===== config.mk =====
export PLATFORM = sky130hd
export DESIGN_NAME = amdc_auto_mute_dither_config
export DESIGN_NICKNAME = d
export VERILOG_FILES = /design/src/amdc_pkg.sv /design/src/amdc_auto_mute_dither_config.sv
export SDC_FILE = /design/constraint.sdc
export NUM_CORES = 1
export LEC_CHECK = 0
export ABC_CLOCK_PERIOD_IN_PS = 2600
export BUFFER_PORTS_ARGS = -buffer_cell sky130_fd_sc_hd__buf_2
export CAP_MARGIN = 25
export CELL_PAD_IN_SITES_DETAIL_PLACEMENT = 1
export CELL_PAD_IN_SITES_GLOBAL_PLACEMENT = 1
export CORE_ASPECT_RATIO = 1.75
export CORE_MARGIN = 3
export CORE_UTILIZATION = 35
export CTS_CLUSTER_DIAMETER = 100
export CTS_CLUSTER_SIZE = 24
export DETAILED_ROUTE_END_ITERATION = 12
export HOLD_SLACK_MARGIN = 0.03
export PLACE_DENSITY_LB_ADDON = 0.08
export SYNTH_ARGS = -nofsm -noshare
export SYNTH_HDL_FRONTEND = slang
export SYNTH_SLANG_ARGS = --single-unit

===== constraint.sdc =====
create_clock -name core_clk_in -period 2.6 [get_ports core_clk_in]
set_clock_uncertainty 0.2 [all_clocks]
set_input_delay 0.52 -clock core_clk_in [delete_from_list [all_inputs] [get_ports core_clk_in]]
set_output_delay 0.52 -clock core_clk_in [all_outputs]
set_load 0.05 [all_outputs]

===== src/amdc_pkg.sv =====
`default_nettype none

package amdc_pkg;

  // Register offsets on the control port
  localparam logic [7:0] AMDC_AUTO_MUTE_CONFIG_ADDR      = 8'h41;
  localparam logic [7:0] AMDC_PRIMARY_DITHER_GAINS_ADDR  = 8'h43;
  localparam logic [7:0] AMDC_LEFT_DC_DITHER_HIGH_ADDR   = 8'h44;
  localparam logic [7:0] AMDC_LEFT_DC_DITHER_LOW_ADDR    = 8'h45;

  // Reset values
  localparam logic [7:0] AMDC_AUTO_MUTE_CONFIG_RST       = 8'h07;
  localparam logic [7:0] AMDC_PRIMARY_DITHER_GAINS_RST   = 8'h00;
  localparam logic [7:0] AMDC_LEFT_DC_DITHER_HIGH_RST    = 8'h00;
  localparam logic [7:0] AMDC_LEFT_DC_DITHER_LOW_RST     = 8'h00;
  localparam logic [7:0] AMDC_UNMAPPED_READ              = 8'h00;

  // Auto-mute register field positions
  localparam int AMDC_JOINT_POLICY_BIT  = 2;
  localparam int AMDC_ENABLE_BIT1_POS   = 1;
  localparam int AMDC_ENABLE_BIT0_POS   = 0;

  // Dither gain register field positions (low bit of each 2-bit field)
  localparam int AMDC_LEFT_AC_LSB       = 6;
  localparam int AMDC_RIGHT_AC_LSB      = 4;
  localparam int AMDC_LEFT_ELEM_LSB     = 2;
  localparam int AMDC_RIGHT_ELEM_LSB    = 0;
  localparam int AMDC_GAIN_W            = 2;

  // DC dither split: 3 high bits, 8 low bits
  localparam int AMDC_DC_HIGH_W         = 3;
  localparam int AMDC_DC_LOW_W          = 8;
  localparam int AMDC_DC_W              = 11;

  // Modulator input: signed 24-bit, full scale 2^23.
  // One dither unit is 2^-11 * 1/32 FS = 2^-16 FS = 2^7 LSB.
  localparam int AMDC_MOD_W             = 24;
  localparam int AMDC_DC_SHIFT          = 7;
  localparam int AMDC_SUM_W             = 25;

  // Channel indices
  localparam int AMDC_CH_LEFT           = 0;
  localparam int AMDC_CH_RIGHT          = 1;

  typedef struct packed {
    logic [1:0] left_primary_ac_dither_gain;
    logic [1:0] right_primary_ac_dither_gain;
    logic [1:0] left_primary_element_dither_gain;
    logic [1:0] right_primary_element_dither_gain;
    logic [10:0] left_primary_dc_dither;
  } amdc_dither_cfg_type;

  typedef struct packed {
    logic       auto_mute_joint_policy;
    logic       auto_mute_enable_bit1;
    logic       auto_mute_enable_bit0;
  } amdc_mute_cfg_type;

endpackage

`default_nettype wire


===== src/amdc_auto_mute_dither_config.sv =====
// Notes on behaviour
// - Joint policy bit 2, resets to one
// - Policy zero: channels mute independently
// - Policy one: mute only when both qualify
// - Bit 1 enables right auto mute, reset one
// - Right disabled and joint: left never mutes
// - Bit 0 enables left auto mute, reset one
// - Left disabled and joint: right never mutes
// - Bits 7-6 left AC dither gain
// - Bits 5-4 right AC dither gain
// - Bits 3-2 left element dither gain
// - Bits 1-0 right element dither gain
// - DC dither added to left modulator low part
// - Zero code adds nothing, unit 2^-16 FS
// - DC code split over two registers
`timescale 1ns/1ps
`default_nettype none

module amdc_auto_mute_dither_config (
  input  wire logic                                core_clk_in,
  input  wire logic                                resetn_in,
  input  wire logic                                ce_in,
  input  wire logic [7:0]                          reg_addr_in,
  input  wire logic [7:0]                          reg_wdata_in,
  input  wire logic                                reg_wr_in,
  input  wire logic                                reg_rd_in,
  output logic      [7:0]                          reg_rdata_out,
  output logic                                     reg_rvalid_out,
  input  wire logic                                zero_left_in,
  input  wire logic                                zero_right_in,
  output logic                                     mute_left_out,
  output logic                                     mute_right_out,
  input  wire logic signed [23:0]                  left_mod_in,
  input  wire logic                                left_mod_valid_in,
  output logic signed [23:0]                       left_mod_out,
  output logic                                     left_mod_valid_out,
  output amdc_pkg::amdc_dither_cfg_type            dither_cfg_out,
  output amdc_pkg::amdc_mute_cfg_type              mute_cfg_out
);

  logic [7:0]         auto_mute_config_reg;
  logic [7:0]         primary_dither_gains_reg;
  logic [7:0]         left_primary_dc_dither_high_reg;
  logic [7:0]         left_primary_dc_dither_low_reg;
  logic [10:0]        dc_dither;
  logic               joint;
  logic [1:0]         enable;
  logic [1:0]         zero;
  logic [1:0]         mute_reg;
  logic [1:0]         mute_next;
  logic               both_qualify;
  logic [24:0]        dc_scaled;
  logic signed [24:0] mod_sum;
  logic signed [23:0] mod_sat;

  function automatic logic addr_is_mapped(input logic [7:0] addr);
    addr_is_mapped = (addr == amdc_pkg::AMDC_AUTO_MUTE_CONFIG_ADDR) ||
                     (addr == amdc_pkg::AMDC_PRIMARY_DITHER_GAINS_ADDR) ||
                     (addr == amdc_pkg::AMDC_LEFT_DC_DITHER_HIGH_ADDR) ||
                     (addr == amdc_pkg::AMDC_LEFT_DC_DITHER_LOW_ADDR);
  endfunction

  function automatic logic signed [23:0] saturate(input logic signed [24:0] value);
    if (value[24] != value[23]) begin
      saturate = value[24] ? 24'sh800000 : 24'sh7FFFFF;
    end else begin
      saturate = value[23:0];
    end
  endfunction

  // Register writes; reserved bits are stored and read back
  always_ff @(posedge core_clk_in) begin
    if (!resetn_in) begin
      auto_mute_config_reg <= amdc_pkg::AMDC_AUTO_MUTE_CONFIG_RST;
    end else if (ce_in && reg_wr_in && reg_addr_in == amdc_pkg::AMDC_AUTO_MUTE_CONFIG_ADDR) begin
      auto_mute_config_reg <= reg_wdata_in;
    end
  end

  // Codes above 01 in the element fields are stored as written; the
  // scrambler treats them as undefined and software must avoid them.
  always_ff @(posedge core_clk_in) begin
    if (!resetn_in) begin
      primary_dither_gains_reg <= amdc_pkg::AMDC_PRIMARY_DITHER_GAINS_RST;
    end else if (ce_in && reg_wr_in && reg_addr_in == amdc_pkg::AMDC_PRIMARY_DITHER_GAINS_ADDR) begin
      primary_dither_gains_reg <= reg_wdata_in;
    end
  end

  always_ff @(posedge core_clk_in) begin
    if (!resetn_in) begin
      left_primary_dc_dither_high_reg <= amdc_pkg::AMDC_LEFT_DC_DITHER_HIGH_RST;
      left_primary_dc_dither_low_reg  <= amdc_pkg::AMDC_LEFT_DC_DITHER_LOW_RST;
    end else if (ce_in && reg_wr_in) begin
      if (reg_addr_in == amdc_pkg::AMDC_LEFT_DC_DITHER_HIGH_ADDR) begin
        left_primary_dc_dither_high_reg <= reg_wdata_in;
      end
      if (reg_addr_in == amdc_pkg::AMDC_LEFT_DC_DITHER_LOW_ADDR) begin
        left_primary_dc_dither_low_reg <= reg_wdata_in;
      end
    end
  end

  // Read data is registered and answered one cycle after the strobe
  always_ff @(posedge core_clk_in) begin
    if (!resetn_in) begin
      reg_rdata_out  <= amdc_pkg::AMDC_UNMAPPED_READ;
      reg_rvalid_out <= 1'b0;
    end else if (ce_in) begin
      reg_rvalid_out <= reg_rd_in;
      if (reg_rd_in) begin
        if (!addr_is_mapped(reg_addr_in)) begin
          reg_rdata_out <= amdc_pkg::AMDC_UNMAPPED_READ;
        end else begin
          case (reg_addr_in)
            amdc_pkg::AMDC_AUTO_MUTE_CONFIG_ADDR:     reg_rdata_out <= auto_mute_config_reg;
            amdc_pkg::AMDC_PRIMARY_DITHER_GAINS_ADDR: reg_rdata_out <= primary_dither_gains_reg;
            amdc_pkg::AMDC_LEFT_DC_DITHER_HIGH_ADDR:  reg_rdata_out <= left_primary_dc_dither_high_reg;
            default:                                  reg_rdata_out <= left_primary_dc_dither_low_reg;
          endcase
        end
      end
    end
  end

  assign dc_dither = {left_primary_dc_dither_high_reg[amdc_pkg::AMDC_DC_HIGH_W-1:0],
                      left_primary_dc_dither_low_reg};

  assign joint = auto_mute_config_reg[amdc_pkg::AMDC_JOINT_POLICY_BIT];
  assign enable[amdc_pkg::AMDC_CH_RIGHT] = auto_mute_config_reg[amdc_pkg::AMDC_ENABLE_BIT1_POS];
  assign enable[amdc_pkg::AMDC_CH_LEFT]  = auto_mute_config_reg[amdc_pkg::AMDC_ENABLE_BIT0_POS];
  assign zero[amdc_pkg::AMDC_CH_LEFT]    = zero_left_in;
  assign zero[amdc_pkg::AMDC_CH_RIGHT]   = zero_right_in;

  // A disabled channel never qualifies, so under joint policy it holds off both
  assign both_qualify = &(enable & zero);

  genvar ch;
  generate
    for (ch = 0; ch < 2; ch++) begin : g_mute
      always_comb begin
        if (joint) begin
          mute_next[ch] = both_qualify;
        end else begin
          mute_next[ch] = enable[ch] & zero[ch];
        end
      end

      always_ff @(posedge core_clk_in) begin
        if (!resetn_in) begin
          mute_reg[ch] <= 1'b0;
        end else if (ce_in) begin
          mute_reg[ch] <= mute_next[ch];
        end
      end
    end
  endgenerate

  assign mute_left_out  = mute_reg[amdc_pkg::AMDC_CH_LEFT];
  assign mute_right_out = mute_reg[amdc_pkg::AMDC_CH_RIGHT];

  // Dither lands 7 bits up: one code step is 2^-16 of full scale
  assign dc_scaled = {14'h0000, dc_dither} << amdc_pkg::AMDC_DC_SHIFT;
  assign mod_sum   = {left_mod_in[23], left_mod_in} + $signed(dc_scaled);
  assign mod_sat = saturate(mod_sum);

  always_ff @(posedge core_clk_in) begin
    if (!resetn_in) begin
      left_mod_out       <= 24'sh000000;
      left_mod_valid_out <= 1'b0;
    end else if (ce_in) begin
      left_mod_valid_out <= left_mod_valid_in;
      if (left_mod_valid_in) begin
        left_mod_out <= mod_sat;
      end
    end
  end

  always_comb begin
    dither_cfg_out.left_primary_ac_dither_gain =
      primary_dither_gains_reg[amdc_pkg::AMDC_LEFT_AC_LSB +: amdc_pkg::AMDC_GAIN_W];
    dither_cfg_out.right_primary_ac_dither_gain =
      primary_dither_gains_reg[amdc_pkg::AMDC_RIGHT_AC_LSB +: amdc_pkg::AMDC_GAIN_W];
    dither_cfg_out.left_primary_element_dither_gain =
      primary_dither_gains_reg[amdc_pkg::AMDC_LEFT_ELEM_LSB +: amdc_pkg::AMDC_GAIN_W];
    dither_cfg_out.right_primary_element_dither_gain =
      primary_dither_gains_reg[amdc_pkg::AMDC_RIGHT_ELEM_LSB +: amdc_pkg::AMDC_GAIN_W];
    dither_cfg_out.left_primary_dc_dither = dc_dither;
    mute_cfg_out.auto_mute_joint_policy = joint;
    mute_cfg_out.auto_mute_enable_bit1  = enable[amdc_pkg::AMDC_CH_RIGHT];
    mute_cfg_out.auto_mute_enable_bit0  = enable[amdc_pkg::AMDC_CH_LEFT];
  end

  property p_reset_defaults;
    @(posedge core_clk_in) !resetn_in |=> (auto_mute_config_reg[2:0] == 3'h7) && (primary_dither_gains_reg == 8'h00);
  endproperty
  a_reset_defaults: assert property (p_reset_defaults) else $error("auto-mute reset value wrong");

  property p_independent;
    @(posedge core_clk_in) disable iff (!resetn_in)
      (ce_in && !joint) |=> (mute_left_out == $past(enable[0] & zero_left_in)) &&
                            (mute_right_out == $past(enable[1] & zero_right_in));
  endproperty
  a_independent: assert property (p_independent) else $error("independent mute mismatch");

  property p_joint;
    @(posedge core_clk_in) disable iff (!resetn_in)
      (ce_in && joint && zero_left_in && zero_right_in && enable == 2'h3) |=> (mute_left_out && mute_right_out);
  endproperty
  a_joint: assert property (p_joint) else $error("joint mute not applied");

  property p_joint_single;
    @(posedge core_clk_in) disable iff (!resetn_in)
      (ce_in && joint && !(zero_left_in && zero_right_in)) |=> (!mute_left_out && !mute_right_out);
  endproperty
  a_joint_single: assert property (p_joint_single) else $error("joint mute on one channel");

  property p_right_disabled;
    @(posedge core_clk_in) disable iff (!resetn_in)
      (ce_in && !enable[1]) |=> !mute_right_out;
  endproperty
  a_right_disabled: assert property (p_right_disabled) else $error("right muted while disabled");

  property p_right_blocks_left;
    @(posedge core_clk_in) disable iff (!resetn_in)
      (ce_in && !enable[1] && joint) |=> !mute_left_out;
  endproperty
  a_right_blocks_left: assert property (p_right_blocks_left) else $error("left muted, right disabled");

  property p_left_disabled;
    @(posedge core_clk_in) disable iff (!resetn_in)
      (ce_in && !enable[0]) |=> !mute_left_out;
  endproperty
  a_left_disabled: assert property (p_left_disabled) else $error("left muted while disabled");

  property p_left_blocks_right;
    @(posedge core_clk_in) disable iff (!resetn_in)
      (ce_in && !enable[0] && joint) |=> !mute_right_out;
  endproperty
  a_left_blocks_right: assert property (p_left_blocks_right) else $error("right muted, left disabled");

  property p_ac_gains;
    @(posedge core_clk_in) disable iff (!resetn_in)
      (ce_in && reg_wr_in && reg_addr_in == 8'h43) |=>
        dither_cfg_out.left_primary_ac_dither_gain == $past(reg_wdata_in[7:6]) &&
        dither_cfg_out.right_primary_ac_dither_gain == $past(reg_wdata_in[5:4]);
  endproperty
  a_ac_gains: assert property (p_ac_gains) else $error("AC dither gain field wrong");

  property p_elem_gains;
    @(posedge core_clk_in) disable iff (!resetn_in)
      (ce_in && reg_wr_in && reg_addr_in == 8'h43) |=>
        dither_cfg_out.left_primary_element_dither_gain == $past(reg_wdata_in[3:2]) &&
        dither_cfg_out.right_primary_element_dither_gain == $past(reg_wdata_in[1:0]);
  endproperty
  a_elem_gains: assert property (p_elem_gains) else $error("element dither gain field wrong");

  property p_dc_high;
    @(posedge core_clk_in) disable iff (!resetn_in)
      (ce_in && reg_wr_in && reg_addr_in == 8'h44) |=> dc_dither[10:8] == $past(reg_wdata_in[2:0]);
  endproperty
  a_dc_high: assert property (p_dc_high) else $error("DC dither high bits wrong");

  property p_dither_add;
    @(posedge core_clk_in) disable iff (!resetn_in)
      (ce_in && left_mod_valid_in && left_mod_in < 24'sh700000) |=>
        left_mod_valid_out && (left_mod_out == $past(left_mod_in) + $signed({6'h00, $past(dc_dither), 7'h00}));
  endproperty
  a_dither_add: assert property (p_dither_add) else $error("DC dither not added");

  property p_zero_dither;
    @(posedge core_clk_in) disable iff (!resetn_in)
      (ce_in && left_mod_valid_in && dc_dither == 11'h000) |=> left_mod_out == $past(left_mod_in);
  endproperty
  a_zero_dither: assert property (p_zero_dither) else $error("zero dither changed sample");

  property p_dc_low;
    @(posedge core_clk_in) disable iff (!resetn_in)
      (ce_in && reg_wr_in && reg_addr_in == amdc_pkg::AMDC_LEFT_DC_DITHER_LOW_ADDR) |=>
        dc_dither[7:0] == $past(reg_wdata_in);
  endproperty
  a_dc_low: assert property (p_dc_low) else $error("DC dither low bits wrong");

  property p_no_wrap;
    @(posedge core_clk_in) disable iff (!resetn_in)
      (ce_in && left_mod_valid_in && !left_mod_in[23]) |=> !left_mod_out[23];
  endproperty
  a_no_wrap: assert property (p_no_wrap) else $error("dithered sample wrapped negative");

  property p_mute_cfg_map;
    @(posedge core_clk_in) disable iff (!resetn_in)
      ce_in |-> mute_cfg_out.auto_mute_joint_policy == auto_mute_config_reg[2] &&
                mute_cfg_out.auto_mute_enable_bit1 == auto_mute_config_reg[1] &&
                mute_cfg_out.auto_mute_enable_bit0 == auto_mute_config_reg[0];
  endproperty
  a_mute_cfg_map: assert property (p_mute_cfg_map) else $error("mute config fields misplaced");

  property p_read_answer;
    @(posedge core_clk_in) disable iff (!resetn_in)
      (ce_in && reg_rd_in && reg_addr_in == amdc_pkg::AMDC_AUTO_MUTE_CONFIG_ADDR) |=>
        reg_rvalid_out && reg_rdata_out == $past(auto_mute_config_reg);
  endproperty
  a_read_answer: assert property (p_read_answer) else $error("auto-mute readback wrong");

endmodule

`default_nettype wire


==> summary.md, run 1 <==
| Metric | Value |
|---|---|
| Pin count of the biggest net entering global routing | 43 |
| Seq/Total Area, Yosys | 0.378 |
| Met3 wire length | 427 µm |
| Routed WL | 12,800 µm |
| Core Box Area | 9970 µm² |
| Async SR Flop Fraction | 0 |
| Cells on worst reg2reg path | 8 |
| Most common cell after layout, fill and taps aside | buf_2 |
| Clk buf depth | 2 |
| Sequential power share | 0.410 |
| Final setup violation count | 0 |
| GPL Wtd Cong | 0.885 |
| Final Net Count | 591 |
| Clk network pwr share | 0.454 |
| Inst Count DP | 643 |
| Top post-synthesis cells by area | dfxtp_1 (38%), mux2i_1 (9.5%), nor2_1 (5.1%), a21oi_1 (4.9%), ha_1 (3.8%) |
| Clock-pin slew on the worst setup and hold paths | roughly 0.060 ns |
| Worst Hold Depth | 2 |
| M1 WL | between 4000 and 5000 µm |
| Die Footprint | 11,600 µm² |
| Clock Latency Late Sink | 0.33 ns |
| Boundary Pins | ~110 |
| Slew Viols, Final | 0 |
| Gr usage total | 0.229 |
| Number of DRC markers in iteration 0 | 96 |
| WP buf/inv | 1 |
| FF-to-FF setup slack | 0.11 ns |
| Synth Warn # | 0 |
| Status | completed |
| Crit path max-delay family | compound AO/OA/AOI/OAI gates |
| Worst-case hold path end point | left_mod_out[3] |
| LEAKAGE | 2.31 nW |
| Routed WL per cell | roughly 19 µm |
| Worst slew pin tran | 0.466 ns |
| Period minus WS final | about 2.5 ns |
| Largest reg by FF count | left_mod_out |
| Worst IR Drop VDD | 0.000428 V |
| Ant. Diodes | 0 |
| Vias in the first global route | 3,850 |
| Flops & latches, synth | 68 |
| Chip height | between 100 and 150 µm |
| Highest Signal Layer | met4 |
| CTS Buf Count | 9 |
| Setup crit start kind | flip-flop |
| Final Cycle Share | 0.959 |
| Number of flops mapped to enable cells by yosys | 0 |
| Final Util | 0.501 |
| Starting Density | 0.361 |
| Final hold violations | 0 |
| Clock Tree Root | clkbuf_16 |
| Worst Min Path Start | left_mod_in[3] |
| F_max | 0.401 GHz |
| Leading cell types in the layout, fill and taps excluded | buf_2 (105), dfxtp_1 (60), nor2_1 (49) |
| PortBufs | approximately 110 |
| WS Path Type | reg2reg |
| Worst-path cell chain | ha_1, a21o_1, nand4_1, a211o_1, buf_4, a21o_4, a41oi_4, o221a_1 |
| Total power | 0.00265 W |
| Critical Path Max Stage Delay | about 0.35 ns |
| Net switching power | 0.000698 W |
| Die W | about 83 µm |
| Slew headroom | 0.689 |
| Synth cell types | 59 |
| Cells after Synth | 386 |
| Syn Nets | about 450 |
| Vias/cell | 5.45 |
| First-pass GRT wire length | 19,700 µm |
| Pint | just under 0.002 W |
| Slowest stage cell, crit path | dfxtp_2 |
| GRT Residual Overflow | 0 |
| Met2 Wirelength | 7440 µm |
| Worst setup EP type | flip-flop |
| Layout area overhead | 38.9% |
| CP Max Fanout | 8 |
| DRT Pass-1 Iters | 4 |
| H-tree depth | 3 |
| R2R Path End | left_mod_out[6] |
| Most common flop cell mapped by yosys | dfxtp_1 |
| Net Sw Frac | 0.264 |
| Layout cells sized above 1 | 0.393 |
| RSZ-0062 raised after global routing | false |
| Initial antenna violation count | 0 |
| Crit path DAT | roughly 2.6 ns |
| Hold-fix buffers, CTS | 0 |
| Non-filler cells, final | 660 |
| Hold/Removal Path Class | in2reg |
| Vias | 3,597 |
| Mapped Area | 3600 µm² |
| Top-area cell type share of the netlist area | 0.378 |
| Logic gate share of total power | 0.137 |
| Max FFs per register | 24 |
| CTS tree | built |
| Worst r2r src | left_primary_dc_dither_low_reg[1] |
| Syn Area/Cell | 9.32 µm² |
| DRC Markers | 0 |
| Post-DRT Antenna Nets | 0 |
| Pwr Density | approximately 530 nW/µm² |
| CTS Sinks | 68 |
| Max-cap violations | 0 |
| Data required time at the worst endpoint | 2.67 ns |
| FP Rows | 48 |
| Hpwl dp | 10,100 µm |
| Biggest area consumer among synthesized cells | dfxtp_1 |
worst reg2reg max path, delay by kind of cell (launching register included):
kind            cells  cell delay [ns]
buf+inv             1             0.18
fa+ha+maj           1             0.30
compound gates      5             1.28
flops               1             0.35
simple gates        1             0.13
stage by stage:
stage | setup TNS (ns) | area (µm²) | setup WS (ns) | hold WS [ns]
5_1_grt | 0 | 5000 | 0.000558 | 0.253
2_1_floorplan | 0 | 3640 | 0.00108 | 0.256
3_3_place_gp | -7.97 | 4630 | -0.430 | 0.247
3_5_place_dp | -8.06 | 4630 | -0.442 | 0.264
4_1_cts | 0 | 4950 | 0.00102 | 0.238
6_report | 0 | 5000 | 0.107 | 0.251
cells in the mapped netlist, types with 7 or more instances:
master and count:
a21o_1 13, mux2i_1 34, clkbuf_1 11, mux2_2 8, a2bb2oi_1 8, dfxtp_1 68
nor2_1 49, inv_1 10, nand2_1 16, o221a_1 9, buf_4 7, o21ai_0 17
ha_1 11, a22o_1 8, a21oi_1 35
cell families (layout without fill, tap and decap cells):
kind of cell,Yosys count,count (layout),synth area share
and+or+nand+nor,96,96,0.134
buffers and inverters,33,182,0.0462
DFF,68,68,0.378
AOI/OAI and AO/OA,127,127,0.258
adders and majority gates,12,12,0.0438
xor gates and xnor gates,8,8,0.0195
muxes,42,42,0.120
routing by layer:
layer | vias up | global-route usage
met1 | 1772 | 0.220
met3 | 28 | 0.0425
met4 | 0 | 0.115
met5 | - | 0
li1 | 1717 | -
met2 | 80 | 0.437
worst max path at each step:
stage                                                  from               end  slack [ns]  cells after the start
after floorplan                             left_mod_in[14]   left_mod_out[0]       0.001                      8
after global placement                      left_mod_in[14]   left_mod_out[9]       -0.43                     10
after detailed placement                    left_mod_in[14]  left_mod_out[15]       -0.44                     10
after CTS                 left_primary_dc_dither_low_reg[7]  left_mod_out[15]       0.001                      9
after global routing      left_primary_dc_dither_low_reg[1]  left_mod_out[23]      0.0006                      9
final                     left_primary_dc_dither_low_reg[1]   left_mod_out[6]        0.11                      8
timing repair:
| item | 4_1_cts | 5_1_grt |
|---|---|---|
| buffers inserted | 2 | 0 |
| pin swaps | 3 | 3 |
| gates resized for setup | 4 | 11 |
| setup endpoints to repair | 16 | 23 |
final cells by class:
cell class	instances	area, µm²
clock buffer	13	250
clock inverter	2	35.0
fill	1247	4970
inverter	11	41.3
multi-input combinational	285	2170
sequential	68	1370
tap	125	156
timing repair buffer	156	971
power by group through the flow:
stage | clock network (W) | registers (W) | logic [W]
2_1_floorplan | 0 | 0.00120 | 0.000117
3_3_place_gp | 0 | 0.00111 | 0.000353
3_5_place_dp | 0 | 0.00111 | 0.000360
4_1_cts | 0.00124 | 0.00108 | 0.000363
5_1_grt | 0.00127 | 0.00109 | 0.000388
6_report | 0.00120 | 0.00108 | 0.000362
(Power assumes the default switching activity.)
==> run 2: changes to the inputs <==
- ABC_AREA: not set -> 1
- CORE_UTILIZATION: 35 -> 33
==> run 2 against run 1 <==
  * Sequential power barely moved
  * Critical endpoint is now left_mod_out[0]
  * Largest power group unchanged
  * Clock power fell by 4%
  * Critical path depth rose by 7
  * Hold slack improved by 0.011 ns
  * Largest cell class unchanged
  * Flip-flop and latch count did not move
  * Via count rose by 8.8%
  * Critical path type unchanged
  * Power barely moved
  * Register-to-register slack improved by 0.09 ns
==> summary.md, run 2 <==
| Metric | Value |
|---|---|
| Most common flop cell mapped by yosys | dfxtp_1 |
| Syn Nets | 587 (+32%) |
| FF-to-FF setup slack | 0.20 ns (+0.09 ns) |
| Hold/Removal Path Class | in2reg |
| Boundary Pins | 106 (unchanged) |
| Max FFs per register | 24 (unchanged) |
| Ant. Diodes | 0 (unchanged) |
| H-tree depth | 3 (unchanged) |
| CTS resizes | 0 (-4) |
| # Post-CTS Setup Buffers | 0 (-2) |
| Worst setup EP type | flip-flop |
| Synth Warn # | 0 (unchanged) |
| Synthesized-area fraction occupied by adder cells | 0.0415 (-0.00232) |
| Final setup violation count | 0 (unchanged) |
| Core Box Area | 11,200 µm² (+12%) |
| Post-DRT Antenna Nets | 0 (unchanged) |
| Setup crit start kind | flip-flop |
| Clock-pin slew on the worst setup and hold paths | 0.06 ns (about the same) |
| Filler cell count | 1,457 (+17%) |
| Setup slack after placement | -0.0506 ns (+0.392 ns) |
| Pint | 0.00187 W (-4.1%) |
| Final instance area | 4910 µm² (-1.7%) |
| WS Path Type | reg2reg |
| Setup TNS | 0 ns (unchanged) |
| FP Rows | 51 (+6.3%) |
| Critical path's most frequent cell | nand2_1 |
| Pin count of the biggest net entering global routing | 39 (-9.3%) |
| Top post-synthesis cells by area | dfxtp_1 (36%), nand2_1 (11%), a21oi_1 (7.9%), inv_1 (6.1%), nand3_1 (4.5%) |
| CTS Buf Count | 9 (unchanged) |
| Initial antenna violation count | 0 (unchanged) |
| Synth cell types | 38 (-36%) |
| Crit path DAT | 2.46 ns (-0.10 ns) |
| Biggest area consumer among synthesized cells | dfxtp_1 |
| Clk buf depth | 2 (unchanged) |
| DRC Markers | 0 (unchanged) |
| Crit path max-delay family | simple AND/OR/NAND/NOR gates |
| Status | completed |
| Hpwl dp | 10,600 µm (+5.0%) |
| GPL Wtd Cong | 0.886 (about the same) |
| Max-cap violations | 0 (unchanged) |
| Critical Path Max Stage Delay | 0.38 ns (+0.03 ns) |
| Clock Tree Root | clkbuf_16 |
| RSZ-0062 raised after global routing | false |
| Mapped Area | 3800 µm² (+5.6%) |
| Slowest stage cell, crit path | dfxtp_2 |
| First-pass GRT wire length | 20,700 µm (+5.2%) |
| Starting Density | 0.340 (-0.0207) |
| Routed WL per cell | 16.8 µm (-13%) |
| Synth top cells by count | nand2_1 (115), dfxtp_1 (68), inv_1 (62) |
| Seq/Total Area, Yosys | 0.358 (-0.0201) |
| Worst slew pin tran | 0.719 ns (+0.253 ns) |
| Number of flops mapped to enable cells by yosys | 0 (unchanged) |
| LEAKAGE | 2.45 nW (+6.5%) |
| Period minus WS final | 2.40 ns (-0.0935 ns) |
| Leading cell types in the layout, fill and taps excluded | nand2_1 (115), buf_2 (105), dfxtp_1 (67) |
| Layout area overhead | 29.2% |
| Slew Viols, Final | 0 (unchanged) |
| Area post-placement | 4630 µm² (about the same) |
| Number of DRC markers in iteration 0 | 79 (-18%) |
| Worst-path cell chain | ha_1, inv_1, fa_1, inv_1, nand2_1, nand2_1, nand3_1, nand2_2, nand2_2, nand3_1, nand3_4, nand2_4, buf_12, nand2_1, a21oi_1 |
| Final Net Count | 712 (+20%) |
| Final WS setup | 0.200 ns (+0.0935 ns) |
| Die W | 87.1 µm (+5.4%) |
| Pwr Density | 539 nW/µm² (+1.8%) |
| Largest reg by FF count | left_mod_out |
| Hold-fix buffers, CTS | 0 (unchanged) |
| Mux share of post-synthesis cell area | 0 (-0.120) |
| Vias/cell | 4.96 (-9.0%) |
| Async SR Flop Fraction | 0 (unchanged) |
| Clk network pwr share | 0.435 (-0.019) |
| Most common cell after layout, fill and taps aside | nand2_1 |
| Net Sw Frac | 0.294 (+0.0303) |
| Cells after Synth | 527 (+37%) |
| Vias in the first global route | 4,132 (+7.3%) |
| Logic gate share of total power | 0.154 (+0.017) |
| Net switching power | 0.000779 W (+12%) |
| Routed WL | 13,200 µm (+3.5%) |
| Largest family of logic cells by synthesized area | simple AND/OR/NAND/NOR gates |
| Final hold violations | 0 (unchanged) |
| Syn Area/Cell | 7.21 µm² (-23%) |
| Data required time at the worst endpoint | 2.66 ns (about the same) |
| Worst IR Drop VDD | 0.000383 V (-10%) |
| Final Cycle Share | 0.923 (-0.0360) |
| Layout cells sized above 1 | 0.311 (-0.0820) |
| PortBufs | 105 (unchanged) |
| Fraction of synthesized cell area in xor and xnor cells | 0.0277 (+0.00819) |
| Gr usage total | 0.209 (-0.0196) |
| Chip height | 148 µm (+5.6%) |
| Top-area cell type share of the netlist area | 0.358 (-0.0201) |
| DRT Pass-1 Iters | 4 (unchanged) |
| Slew headroom | 0.520 (-0.170) |
| CP Max Fanout | 8 (unchanged) |
| Sequential power share | 0.411 (about the same) |
| Flops & latches, synth | 68 (unchanged) |
| Vias | 3,915 (+8.8%) |
| F_max | 0.417 GHz (+3.9%) |
| Die Footprint | 12,900 µm² (+11%) |
| Hold slack | 0.262 ns (+0.0108 ns) |
| Complex-gate fraction of the synthesized area | 0.188 (-0.0700) |
| Top-count cell post-synth | nand2_1 |
| GRT Residual Overflow | 0 (unchanged) |
| Clock Latency Late Sink | 0.33 ns (about the same) |
| CTS tree | built |
| CTS Sinks | 68 (unchanged) |
| Post-Synth Simple-Gate Area | 0.283 (+0.149) |
| WP buf/inv | 3 (+2) |
==> run 2: cell count changes after synthesis, sizes merged, moves of 9 or more <==
cell,before,now
or2,0,10
a21oi,35,65
nand2,16,134
inv,11,67
mux2i,34,0
a21o,13,0
nor2,51,33
o21ai,19,31
o21a,1,12
o221a,9,0
nand3,4,37
==> run 2: per-layer routing <==
layer,up-vias,track usage,wire length [µm]
li1,1964,-,-
met1,1843,0.206,4760
met2,86,0.414,7520
met3,22,0.0307,516
met4,0,0.0876,421
met5,-,0,0
==> run 2: worst paths after layout <==
check / from / to / depth (start not counted)
hold reg to reg: reg_rdata_out[4] / reg_rdata_out[4] / 2
hold / removal: left_mod_in[6] / left_mod_out[6] / 3
setup / recovery: left_primary_dc_dither_low_reg[0] / left_mod_out[0] / 15
setup reg to reg: left_primary_dc_dither_low_reg[0] / left_mod_out[0] / 15
==> run 2: cell type report <==
cell class | count | area, µm² | area share
clock buffer | 10 | 239 | 0.0487
clock inverter | 6 | 38.8 | 0.00790
inverter | 68 | 255 | 0.0520
multi-input combinational | 369 | 2050 | 0.418
sequential | 68 | 1360 | 0.277
tap | 132 | 165 | 0.0336
timing repair buffer | 136 | 796 | 0.162
==> run 2: metrics by stage <==
step | total power [W] | utilization | cells
2_1_floorplan | 0.00138 | - | 527
3_3_place_gp | 0.00152 | 0.415 | 773
3_5_place_dp | 0.00152 | 0.415 | 773
4_1_cts | 0.00268 | 0.440 | 789
5_1_grt | 0.00276 | 0.440 | 789
6_report | 0.00265 | 0.440 | 789
==> run 2: power by group through the flow <==
| stage | combinational (W) | sequential [W] | clock, W |
|---|---|---|---|
| after floorplan | 0.000165 | 0.00122 | 0 |
| after global placement | 0.000405 | 0.00111 | 0 |
| after detailed placement | 0.000412 | 0.00111 | 0 |
| after CTS | 0.000414 | 0.00109 | 0.00118 |
| after global routing | 0.000443 | 0.00109 | 0.00123 |
| final | 0.000407 | 0.00109 | 0.00115 |
==> run 2: cell families after synthesis <==
family	count (synthesis)
adder cells (fa/ha/maj)	12
XOR/XNOR	12
flip-flops	68
AND/OR/NAND/NOR	224
buffers and inverters	90
AO/OA/AOI/OAI	121
==> run 2: worst reg2reg max path, stage by stage, from the launching register on <==
cell and delay [ns]:
dfxtp_2 0.38, ha_1 0.18, inv_1 0.06, fa_1 0.37, inv_1 0.07, nand2_1 0.04, nand2_1 0.08, nand3_1 0.08
nand2_2 0.09, nand2_2 0.06, nand3_1 0.12, nand3_4 0.10, nand2_4 0.15, buf_12 0.16, nand2_1 0.06, a21oi_1 0.12
